**src/rtl/ueb_consts.svh**
```systemverilog
// offsets, field positions and reset values of the endpoint buffers
// assumes: included by bare name from the top module and the bench
`ifndef UEB_CONSTS_SVH
`define UEB_CONSTS_SVH
// register word inside an endpoint block, address bits [3:2]
`define UEB_REG_START      2'h0
`define UEB_REG_TLEN       2'h1
`define UEB_REG_CTRL       2'h2
`define UEB_REG_MODE       2'h3
// endpoint block number sits in address bits [5:4]
`define UEB_ADDR_W         6
// handshake control field positions
`define UEB_CTRL_RTOG      7
`define UEB_CTRL_TTOG      6
`define UEB_CTRL_AUTO      4
`define UEB_CTRL_ORES_HI   3
`define UEB_CTRL_ORES_LO   2
`define UEB_CTRL_IRES_HI   1
`define UEB_CTRL_IRES_LO   0
// mode register field positions
`define UEB_MODE_RXEN      2
`define UEB_MODE_TXEN      1
`define UEB_MODE_DUAL      0
// buffer layout offsets in bytes
`define UEB_BUF_SIZE       15'h0040
`define UEB_TX_DUAL_BASE   15'h0080
// reset values
`define UEB_RST_START      16'h0000
`define UEB_RST_TLEN       8'h00
// axi responses
`define UEB_RESP_OKAY      2'h0
`define UEB_RESP_SLVERR    2'h2
`endif

```
**src/rtl/ueb_pkg.sv**
```systemverilog
// types shared by the endpoint buffer block
// assumes: the constants header sits beside it
`default_nettype none
package ueb_pkg;
  // answer chosen for a token
  typedef enum logic [1:0] {
    UEB_HS_ACK   = 2'b00,
    UEB_HS_NONE  = 2'b01,
    UEB_HS_NAK   = 2'b10,
    UEB_HS_STALL = 2'b11
  } ueb_hs_t;

  // software state of one endpoint
  typedef struct packed {
    logic [15:0] start;    // buffer start address
    logic [7:0]  tlen;     // bytes to send on next in
    logic        rtog;     // expected receive toggle
    logic        ttog;     // transmit toggle
    logic        auto_tog; // toggle auto flip enable
    logic [1:0]  ores;     // out handshake select
    logic [1:0]  ires;     // in handshake select
    logic        rx_en;    // receive enable
    logic        tx_en;    // transmit enable
    logic        dual;     // dual buffer select
  } ueb_ep_t;

  // answer to a token
  typedef struct packed {
    logic        enabled;  // direction in use
    ueb_hs_t     hs;       // handshake
    logic [14:0] addr;     // buffer byte address
    logic [7:0]  len;      // bytes to send
    logic        data1;    // pid to send is data1
  } ueb_rsp_t;
endpackage
`default_nettype wire

```
**src/rtl/ueb_top.sv**
```systemverilog
// endpoint 1..3 buffer layout, toggles and handshake selection
// assumes: axi4-lite master for software; a serial engine that presents
// tokens and completions synchronous to aclk
//
// Added by the designer: the placing of the registers and the AXI4-Lite slave port.
`timescale 1ns/10ps
`default_nettype none
`include "ueb_consts.svh"

// Operation
// RULE1: both directions off means endpoint unused
// RULE2: receive only single: one buffer at start
// RULE3: receive only dual: buffer by receive toggle
// RULE4: transmit only single: one buffer at start
// RULE5: transmit only dual: buffer by transmit toggle
// RULE6: both single: receive at start, transmit above
// RULE7: both dual: 256 bytes, offsets 0/64/128/192
// RULE8: start address low 15 bits, word aligned
// RULE9: software sizes receive buffers large enough
// RULE10: eight-bit transmit length per endpoint
// RULE11: control bit 7 expected out pid
// RULE12: control bit 6 sent in pid
// RULE13: bit 4 flips toggle after success
// RULE14: bits 3:2 select out handshake
// RULE15: bits 1:0 select in handshake
// RULE16: layout from receive, transmit, dual bits
// RULE17: pid mismatch is no success, no flip
module ueb_top
  import ueb_pkg::*;
#(
  parameter int NUM_EP = 3  // endpoints served, numbered from 1
) (
  input  wire logic                   aclk,
  input  wire logic                   aresetn,
  input  wire logic [`UEB_ADDR_W-1:0] s_axi_awaddr,
  input  wire logic                   s_axi_awvalid,
  output logic                        s_axi_awready,
  input  wire logic [31:0]            s_axi_wdata,
  input  wire logic [3:0]             s_axi_wstrb,
  input  wire logic                   s_axi_wvalid,
  output logic                        s_axi_wready,
  output logic [1:0]                  s_axi_bresp,
  output logic                        s_axi_bvalid,
  input  wire logic                   s_axi_bready,
  input  wire logic [`UEB_ADDR_W-1:0] s_axi_araddr,
  input  wire logic                   s_axi_arvalid,
  output logic                        s_axi_arready,
  output logic [31:0]                 s_axi_rdata,
  output logic [1:0]                  s_axi_rresp,
  output logic                        s_axi_rvalid,
  input  wire logic                   s_axi_rready,
  input  wire logic                   tok_valid,
  input  wire logic [1:0]             tok_ep,
  input  wire logic                   tok_in,
  output logic                        rsp_valid,
  output ueb_rsp_t                    rsp,
  input  wire logic                   cmp_valid,
  input  wire logic [1:0]             cmp_ep,
  input  wire logic                   cmp_in,
  input  wire logic                   cmp_ok,
  input  wire logic                   cmp_pid_data1
);

  // refuse sizes the two-bit endpoint field cannot reach; checked while
  // elaborating so a bad build never reaches simulation or synthesis
  if (NUM_EP < 1 || NUM_EP > 3) begin : g_num_ep_check
    $error("ueb_top: NUM_EP must be 1 to 3");
  end

  // write channel state
  logic                   aw_hold_q, aw_hold_d;  // address waiting
  logic [`UEB_ADDR_W-1:0] awaddr_q, awaddr_d;    // held write address
  logic                   w_hold_q, w_hold_d;    // data waiting
  logic [31:0]            wdata_q, wdata_d;      // held write data
  logic [3:0]             wstrb_q, wstrb_d;      // held byte lanes
  logic                   bvalid_q, bvalid_d;    // write answer pending
  logic [1:0]             bresp_q, bresp_d;      // write answer code
  // read channel state
  logic                   rvalid_q, rvalid_d;    // read answer pending
  logic [31:0]            rdata_q, rdata_d;      // read data
  logic [1:0]             rresp_q, rresp_d;      // read answer code
  // token answer state
  logic                   rsp_valid_q, rsp_valid_d;
  ueb_rsp_t               rsp_q, rsp_d;
  // endpoint register file, index 0 is endpoint 1
  ueb_ep_t                ep_q [NUM_EP];
  ueb_ep_t                ep_d [NUM_EP];

  // merged write view, taken this cycle or held earlier
  logic                   aw_take, w_take;
  logic                   aw_have, w_have, wr_fire;
  logic [`UEB_ADDR_W-1:0] wr_addr;
  logic [31:0]            wr_data;
  logic [3:0]             wr_strb;
  logic                   ar_take;

  // byte lane merge so a partial write keeps other lanes
  function automatic logic [15:0] lane16(input logic [15:0] old_v,
                                         input logic [15:0] new_v,
                                         input logic [1:0]  strb);
    lane16 = {strb[1] ? new_v[15:8] : old_v[15:8],
              strb[0] ? new_v[7:0]  : old_v[7:0]};
  endfunction

  // endpoint number is mapped when 1..NUM_EP
  function automatic logic ep_ok(input logic [1:0] n);
    ep_ok = (n != 2'h0) && ({30'h0, n} <= NUM_EP[31:0]);
  endfunction

  // buffer byte offset from the layout bits and direction
  function automatic logic [14:0] buf_off(input ueb_ep_t e,
                                          input logic    dir_in);
    logic [14:0] base;
    logic        tog;
    // receive, and transmit alone, sit at the start [RULE2] [RULE4]
    base = 15'h0000;
    tog  = dir_in ? e.ttog : e.rtog;
    if (dir_in && e.rx_en) begin
      // transmit sits above the receive part [RULE6] [RULE7]
      base = e.dual ? `UEB_TX_DUAL_BASE : `UEB_BUF_SIZE;
    end
    // second half picked by the toggle [RULE3] [RULE5] [RULE7]
    buf_off = base + ((e.dual && tog) ? `UEB_BUF_SIZE : 15'h0000);
  endfunction

  // handshakes are combinational off the state flops
  assign aw_take       = s_axi_awvalid && s_axi_awready;
  assign w_take        = s_axi_wvalid && s_axi_wready;
  assign aw_have       = aw_hold_q || aw_take;
  assign w_have        = w_hold_q || w_take;
  assign wr_fire       = aw_have && w_have;
  assign wr_addr       = aw_hold_q ? awaddr_q : s_axi_awaddr;
  assign wr_data       = w_hold_q ? wdata_q : s_axi_wdata;
  assign wr_strb       = w_hold_q ? wstrb_q : s_axi_wstrb;
  // no new write half while an answer waits: one write in flight
  assign s_axi_awready = !aw_hold_q && !bvalid_q;
  assign s_axi_wready  = !w_hold_q && !bvalid_q;
  assign ar_take       = s_axi_arvalid && s_axi_arready;
  assign s_axi_arready = !rvalid_q;
  assign s_axi_bvalid  = bvalid_q;
  assign s_axi_bresp   = bresp_q;
  assign s_axi_rvalid  = rvalid_q;
  assign s_axi_rdata   = rdata_q;
  assign s_axi_rresp   = rresp_q;
  assign rsp_valid     = rsp_valid_q;
  assign rsp           = rsp_q;

  // write channel next state, either order of address and data
  // an unmapped block still answers, so the master never hangs
  always_comb begin
    aw_hold_d = aw_hold_q;
    awaddr_d  = awaddr_q;
    w_hold_d  = w_hold_q;
    wdata_d   = wdata_q;
    wstrb_d   = wstrb_q;
    bvalid_d  = bvalid_q;
    bresp_d   = bresp_q;
    if (bvalid_q && s_axi_bready) begin
      bvalid_d = 1'b0;
    end
    if (wr_fire) begin
      // both halves present, commit and answer
      aw_hold_d = 1'b0;
      w_hold_d  = 1'b0;
      bvalid_d  = 1'b1;
      bresp_d   = ep_ok(wr_addr[5:4]) ? `UEB_RESP_OKAY : `UEB_RESP_SLVERR;
    end else begin
      if (aw_take) begin
        aw_hold_d = 1'b1;
        awaddr_d  = s_axi_awaddr;
      end
      if (w_take) begin
        w_hold_d = 1'b1;
        wdata_d  = s_axi_wdata;
        wstrb_d  = s_axi_wstrb;
      end
    end
  end

  // read channel next state, answer one cycle after the address
  // unmapped blocks answer slverr with zero data, never a stale word
  always_comb begin
    ueb_ep_t e;
    e        = ep_q[0];
    rvalid_d = rvalid_q;
    rdata_d  = rdata_q;
    rresp_d  = rresp_q;
    if (rvalid_q && s_axi_rready) begin
      rvalid_d = 1'b0;
    end
    if (ar_take) begin
      rvalid_d = 1'b1;
      rdata_d  = 32'h0000_0000;
      rresp_d  = `UEB_RESP_SLVERR;
      if (ep_ok(s_axi_araddr[5:4])) begin
        e       = ep_q[s_axi_araddr[5:4] - 2'h1];
        rresp_d = `UEB_RESP_OKAY;
        case (s_axi_araddr[3:2])
          `UEB_REG_START: rdata_d = {16'h0000, e.start};
          `UEB_REG_TLEN:  rdata_d = {24'h000000, e.tlen};
          // reserved bit 5 reads zero; toggles show hardware flips
          `UEB_REG_CTRL:  rdata_d = {24'h000000, e.rtog, e.ttog, 1'b0,
                                     e.auto_tog, e.ores, e.ires};
          `UEB_REG_MODE:  rdata_d = {29'h0, e.rx_en, e.tx_en, e.dual};
          default:        rdata_d = 32'h0000_0000;
        endcase
      end
    end
  end

  // per endpoint register next values
  genvar gi;
  generate
    for (gi = 0; gi < NUM_EP; gi++) begin : g_ep
      always_comb begin
        logic       hit;
        logic [7:0] b0;
        // locals first so no path leaves them unassigned
        hit = wr_fire && (wr_addr[5:4] == 2'(gi + 1));
        b0  = wr_data[7:0];
        ep_d[gi] = ep_q[gi];
        if (hit) begin
          case (wr_addr[3:2])
            `UEB_REG_START: begin
              // bit 15 unused, bits 1:0 held zero for alignment [RULE8]
              ep_d[gi].start = lane16(ep_q[gi].start, wr_data[15:0],
                                      wr_strb[1:0]) & 16'h7ffc;
            end
            `UEB_REG_TLEN: begin
              if (wr_strb[0]) begin
                ep_d[gi].tlen = b0;  // [RULE10]
              end
            end
            `UEB_REG_CTRL: begin
              if (wr_strb[0]) begin
                ep_d[gi].rtog     = b0[`UEB_CTRL_RTOG];  // [RULE11]
                ep_d[gi].ttog     = b0[`UEB_CTRL_TTOG];  // [RULE12]
                ep_d[gi].auto_tog = b0[`UEB_CTRL_AUTO];
                ep_d[gi].ores = b0[`UEB_CTRL_ORES_HI:`UEB_CTRL_ORES_LO];
                ep_d[gi].ires = b0[`UEB_CTRL_IRES_HI:`UEB_CTRL_IRES_LO];
              end
            end
            `UEB_REG_MODE: begin
              if (wr_strb[0]) begin
                ep_d[gi].rx_en = b0[`UEB_MODE_RXEN];
                ep_d[gi].tx_en = b0[`UEB_MODE_TXEN];
                ep_d[gi].dual  = b0[`UEB_MODE_DUAL];
              end
            end
            default: begin
              ep_d[gi] = ep_q[gi];
            end
          endcase
        end
        // hardware flip lands on top of a same-cycle write
        // a completion for an unmapped endpoint matches no slot
        if (cmp_valid && cmp_ok && (cmp_ep == 2'(gi + 1)) &&
            ep_q[gi].auto_tog) begin
          if (cmp_in) begin
            ep_d[gi].ttog = !ep_d[gi].ttog;  // [RULE13]
          end else if (cmp_pid_data1 == ep_q[gi].rtog) begin
            // a pid mismatch is no reception and leaves it [RULE17]
            ep_d[gi].rtog = !ep_d[gi].rtog;  // [RULE13]
          end
        end
      end

      // endpoint register flops, toggles and modes clear on reset
      always_ff @(posedge aclk) begin
        if (!aresetn) begin
          ep_q[gi] <= '{start: `UEB_RST_START, tlen: `UEB_RST_TLEN,
                        ores: UEB_HS_ACK, ires: UEB_HS_ACK,
                        default: 1'b0};
        end else begin
          ep_q[gi] <= ep_d[gi];
        end
      end
    end
  endgenerate

  // token answer: layout, address, length, pid and handshake
  always_comb begin
    ueb_ep_t e;
    logic    en;
    e           = ep_q[0];
    en          = 1'b0;
    rsp_valid_d = 1'b0;
    rsp_d       = rsp_q;
    if (tok_valid) begin
      rsp_valid_d = 1'b1;
      // unmapped endpoint falls through as a disabled direction
      if (ep_ok(tok_ep)) begin
        e  = ep_q[tok_ep - 2'h1];
        // layout chosen from all three mode bits [RULE16]
        en = tok_in ? e.tx_en : e.rx_en;
      end
      rsp_d.enabled = en;
      // a disabled direction uses no buffer, answers nothing [RULE1]
      rsp_d.addr  = en ? (e.start[14:0] + buf_off(e, tok_in)) // [RULE2]
                       : 15'h0000;                            // [RULE1]
      rsp_d.len   = (en && tok_in) ? e.tlen : 8'h00;
      rsp_d.data1 = en && tok_in && e.ttog;
      if (!en) begin
        rsp_d.hs = UEB_HS_NONE;
      end else if (tok_in) begin
        rsp_d.hs = ueb_hs_t'(e.ires);  // [RULE15]
      end else begin
        rsp_d.hs = ueb_hs_t'(e.ores);  // [RULE14]
      end
    end
  end

  // bus and answer flops
  // sync reset only: every reset branch loads constants
  always_ff @(posedge aclk) begin
    if (!aresetn) begin
      aw_hold_q   <= 1'b0;
      awaddr_q    <= '0;
      w_hold_q    <= 1'b0;
      wdata_q     <= 32'h0000_0000;
      wstrb_q     <= 4'h0;
      bvalid_q    <= 1'b0;
      bresp_q     <= `UEB_RESP_OKAY;
      rvalid_q    <= 1'b0;
      rdata_q     <= 32'h0000_0000;
      rresp_q     <= `UEB_RESP_OKAY;
      rsp_valid_q <= 1'b0;
      rsp_q       <= '{hs: UEB_HS_NONE, default: '0};
    end else begin
      aw_hold_q   <= aw_hold_d;
      awaddr_q    <= awaddr_d;
      w_hold_q    <= w_hold_d;
      wdata_q     <= wdata_d;
      wstrb_q     <= wstrb_d;
      bvalid_q    <= bvalid_d;
      bresp_q     <= bresp_d;
      rvalid_q    <= rvalid_d;
      rdata_q     <= rdata_d;
      rresp_q     <= rresp_d;
      rsp_valid_q <= rsp_valid_d;
      rsp_q       <= rsp_d;
    end
  end

endmodule // ueb_top
`default_nettype wire

```
**config.mk**
```make
export PLATFORM = sky130hd
export DESIGN_NAME = ueb_top
export DESIGN_NICKNAME = d
export VERILOG_FILES = /design/src/rtl/ueb_pkg.sv /design/src/rtl/ueb_top.sv
export VERILOG_INCLUDE_DIRS = /design/src /design/src/rtl
export SDC_FILE = /design/constraint.sdc
export NUM_CORES = 1
export LEC_CHECK = 0
export BUFFER_PORTS_ARGS = -buffer_cell sky130_fd_sc_hd__buf_4
export CAP_MARGIN = 20
export CORE_UTILIZATION = 44
export CTS_CLUSTER_DIAMETER = 150
export DETAILED_ROUTE_END_ITERATION = 10
export GPL_TIMING_DRIVEN = 1
export PLACE_DENSITY = 0.76
export SETUP_SLACK_MARGIN = 0.1
export SKIP_LAST_GASP = 1
export SLEW_MARGIN = 25
export SYNTH_ARGS = -nofsm -noshare
export SYNTH_HDL_FRONTEND = slang
export SYNTH_SLANG_ARGS = --single-unit
```
**constraint.sdc**
```tcl
create_clock -name aclk -period 5.95 [get_ports aclk]
set_input_delay 0.8925 -clock aclk [delete_from_list [all_inputs] [get_ports aclk]]
set_output_delay 0.8925 -clock aclk [all_outputs]
set_load 0.005 [all_outputs]
```
==> impl_metrics.py <==
metrics = {
    "synth": {
        "avgSynthCellArea_um2": 8.31,
        "yosysWarningCount": 0,
        "synth_top_family_by_area": "compound AO/OA/AOI/OAI gates",
        "yosys.area_share.simple_pct": 19.8,
        "synth_compound_area_share_pct": 21.1,
        "synth.area.mux_share_pct": 11.3,
        "synth_ff_type": "dfxtp_1",
        "synthCells": 975,
        "ys_ff_latch": 161,
        "synth_edf_count": 0,
        "yosys.area_share.adder_pct": 1.27,
        "synth-async-reset-ratio_pct": 0,
        "ys_seq_area_share_pct": 39.8,
        "synth_area_um2": 8100,
        "synth-xor-area-share_pct": 0.757,
        "ys_types": 67,
    },
    "placed_design": {
        "dpl_cell_area_um2": 8820,
        "hpwl_um": 16100,
        "portBuffers": 89,
        "gp_congestion": 0.871,
    },
    "floorplan": {
        "ioPinCount": 134,
        "rows": 49,
        "dieWidth_um": 138,
        "die_area_um2": 19000,
        "start_util_pct": 45.0,
        "die_h_um": 138,
        "core-area_um2": 18000,
    },
    "sta": {
        "rsz0062_at_grt": "false",
        "relSlewSlack_pct": 30.8,
        "max_freq_mhz": 242,
        "setup_viol": 0,
        "hold_viol_final": 0,
        "finalSetupTns_ns": 0,
        "tightest_slew_ns": 1.03,
        "drv_slew": 0,
        "min_period_ns": 4.13,
        "hold_ws_ns": 0.450,
        "finalCritPeriodShare_pct": 69.5,
        "clock_skew_ns": 0.00853,
    },
    "cts": {
        "clk_pin_slew_worst_paths_ns": 0.06,
        "cts.path.max_buffers": 2,
        "cts_resized": 0,
        "cts_made_buffers": 17,
        "cts_hold_buffers": 0,
        "insertion_delay_ns": 0.43,
        "cts_htree_levels": 4,
        "numClockSinks": 161,
        "root_buffer": "clkbuf_16",
        "postCtsSetupBuffers": 0,
        "cts_tree": "done",
    },
    "routing": {
        "drt-pass1-iter-count": 5,
        "drc": 0,
        "wire_per_inst_um": 18.7,
        "drt-vias-per-instance": 5.90,
        "vias": 7497,
        "ant_nets": 0,
        "drt-initial-drc-count": 722,
        "routed_wirelength_um": 23800,
    },
    "setup_path": {
        "worst_setup_path_end_kind": "register",
        "path_cells": "buf_4 > inv_1 > ha_1 > nand2b_1 > o22a_1 > o22a_1 > nor2_1 > a211o_1 > fa_1 > inv_1 > ha_1 > fa_1 > or3b_1 > o311ai_0 > o211ai_1",
        "startpoint_type": "primary input",
        "crit_buf_inv": 3,
        "cp_slowest_cell": "nand2b_1",
        "max_stage_delay_ns": 0.51,
        "critical_path_class": "in2reg",
        "arrival_ns": 4.42,
        "critical_path.top_delay_family": "compound AO/OA/AOI/OAI gates",
        "cp.required_ns": 6.24,
        "critPathMaxFanout": 15,
    },
    "final_layout": {
        "postLayoutCoreUtil_pct": 52.0,
        "diodes": 0,
        "ff_latch_area_um2": 3220,
        "finalNetCount": 1100,
        "design_area_um2": 9380,
        "fillers": 1717,
        "multi_input_area_um2": 4490,
        "drive_above_1_share_pct": 17.2,
        "area_delta_synth_final_pct": 15.7,
    },
    "outcome": {
        "run_status": "complete, no violations",
    },
    "grt": {
        "grt_pass1_vias": 7112,
        "overflow": 0,
        "grt_pass1_wl_um": 37400,
        "grt_usage_pct": 26.0,
        "antenna_found_initial": 0,
        "grt_max_degree": 77,
    },
    "run": {
        "drv_cap": 0,
    },
    "power": {
        "vdd.ir_drop.worst_mv": 0.199,
        "finalPower_mw": 2.55,
        "p_leak_nw": 3.79,
        "cellPowerDensity_nw_per_um2": 272,
    },
    "worst_hold_path": {
        "hold_path.class": "reg2reg",
    },
}
-- cells in the final DEF (no fill, tap or decap), types with 4 or more instances in the layout --
cell / Yosys / routed
mux4_2: 4 / 4
a211oi_1: 7 / 7
nand3_1: 13 / 13
a2bb2oi_1: 4 / 4
nand3b_1: 5 / 5
a21oi_1: 108 / 108
o22a_1: 26 / 26
o41ai_1: 4 / 4
or3_1: 5 / 5
mux2_2: 24 / 24
nor2b_1: 4 / 4
a22oi_1: 12 / 12
mux2i_1: 54 / 54
a2111oi_4: 3 / 4
o221ai_1: 8 / 8
o21ai_0: 28 / 27
nand2b_1: 5 / 5
nand2_1: 89 / 89
clkbuf_16: 0 / 17
ha_1: 5 / 5
a221oi_1: 4 / 4
nor3_1: 70 / 69
a2111o_1: 4 / 4
clkinv_2: 0 / 7
nor2_1: 146 / 146
xor2_1: 5 / 5
inv_1: 15 / 14
buf_4: 22 / 101
clkbuf_1: 42 / 4
conb_1: 1 / 21
o22ai_1: 18 / 17
dfxtp_1: 161 / 160
-- registers in the layout (all words and copies together), names as in the netlist --
signal and flops:
s_axi_bresp 1, rsp_valid 1, rsp 25, s_axi_rdata 15
s_axi_rresp 1, awaddr_q 4, aw_hold_q 1, s_axi_bvalid 1
s_axi_rvalid 1, w_hold_q 1, ep_q 93, wdata_q 15
wstrb_q 2
-- cells by family after synthesis --
logic type / Yosys count
AO/OA/AOI/OAI: 252
flip-flops: 161
adder cells (fa/ha/maj): 7
multiplexers: 83
XOR/XNOR: 7
buffers and inverters: 104
AND/OR/NAND/NOR: 360
other: 1
-- worst register-to-register path, cell delays in order (launching register included) --
cell      delay, ns
dfxtp_1        0.44
o22a_1         0.19
o22a_1         0.15
nor2_1         0.06
a211o_1        0.29
fa_1           0.36
inv_1          0.06
ha_1           0.18
fa_1           0.21
or3b_1         0.40
o311ai_0       0.38
o211ai_1       0.13
-- metrics by stage --
step           instances  setup slack (ns)
3_3_place_gp        1238              1.51
6_report            1270              1.82
3_5_place_dp        1238              1.43
4_1_cts             1270              1.86
5_1_grt             1270              1.62
2_1_floorplan        995              1.52
-- per-layer routing --
metal  wire length, µm  global-route usage (%)
met2             10900                    41.1
met1              9780                    32.9
met4               958                    13.1
met5                 0                       0
met3              2170                    6.14
-- final timing paths --
check	start	to	slack, ns	cells past startpoint
setup / recovery	tok_ep[0]	rsp[22]	1.82	15
hold / removal	rsp[26]	rsp[26]	0.45	2
setup reg to reg	ep_q[2][9]	rsp[22]	2.97	11
hold reg to reg	rsp[26]	rsp[26]	0.45	2
-- where the power goes --
group	internal (mW)	switching, mW	total, mW
combinational	0.136	0.235	0.371
clock	0.614	0.441	1.06
sequential	1.10	0.0255	1.13
total	1.85	0.701	2.55
-- synthesized netlist by cell type, drive strengths merged, types with 5 or more instances --
cell type | count | area share (%)
xor2 | 5 | 0.54
o221ai | 8 | 0.86
o22a | 26 | 2.8
o21ai | 28 | 1.7
nand3 | 13 | 0.80
nor2 | 147 | 6.8
nand2b | 5 | 0.39
a21oi | 109 | 6.9
o22ai | 19 | 1.5
buf | 45 | 3.3
clkbuf | 42 | 1.9
a211oi | 7 | 0.65
mux2i | 54 | 6.7
mux2 | 25 | 3.5
nand2 | 94 | 4.7
inv | 15 | 0.69
a22oi | 12 | 1.1
a2111oi | 5 | 1.3
nand3b | 5 | 0.46
dfxtp | 161 | 40
or3 | 5 | 0.39
ha | 5 | 0.77
nor3 | 70 | 4.3
-- layout make-up --
type | instances | area share [%]
multi-input cells | 730 | 47.9
flip-flops and latches | 161 | 34.4
repair buffers | 101 | 8.09
clock buffers | 21 | 4.70
well taps | 229 | 3.06
clock inverters | 11 | 1.23
inverters | 17 | 0.694
(Power assumes the default switching activity.)
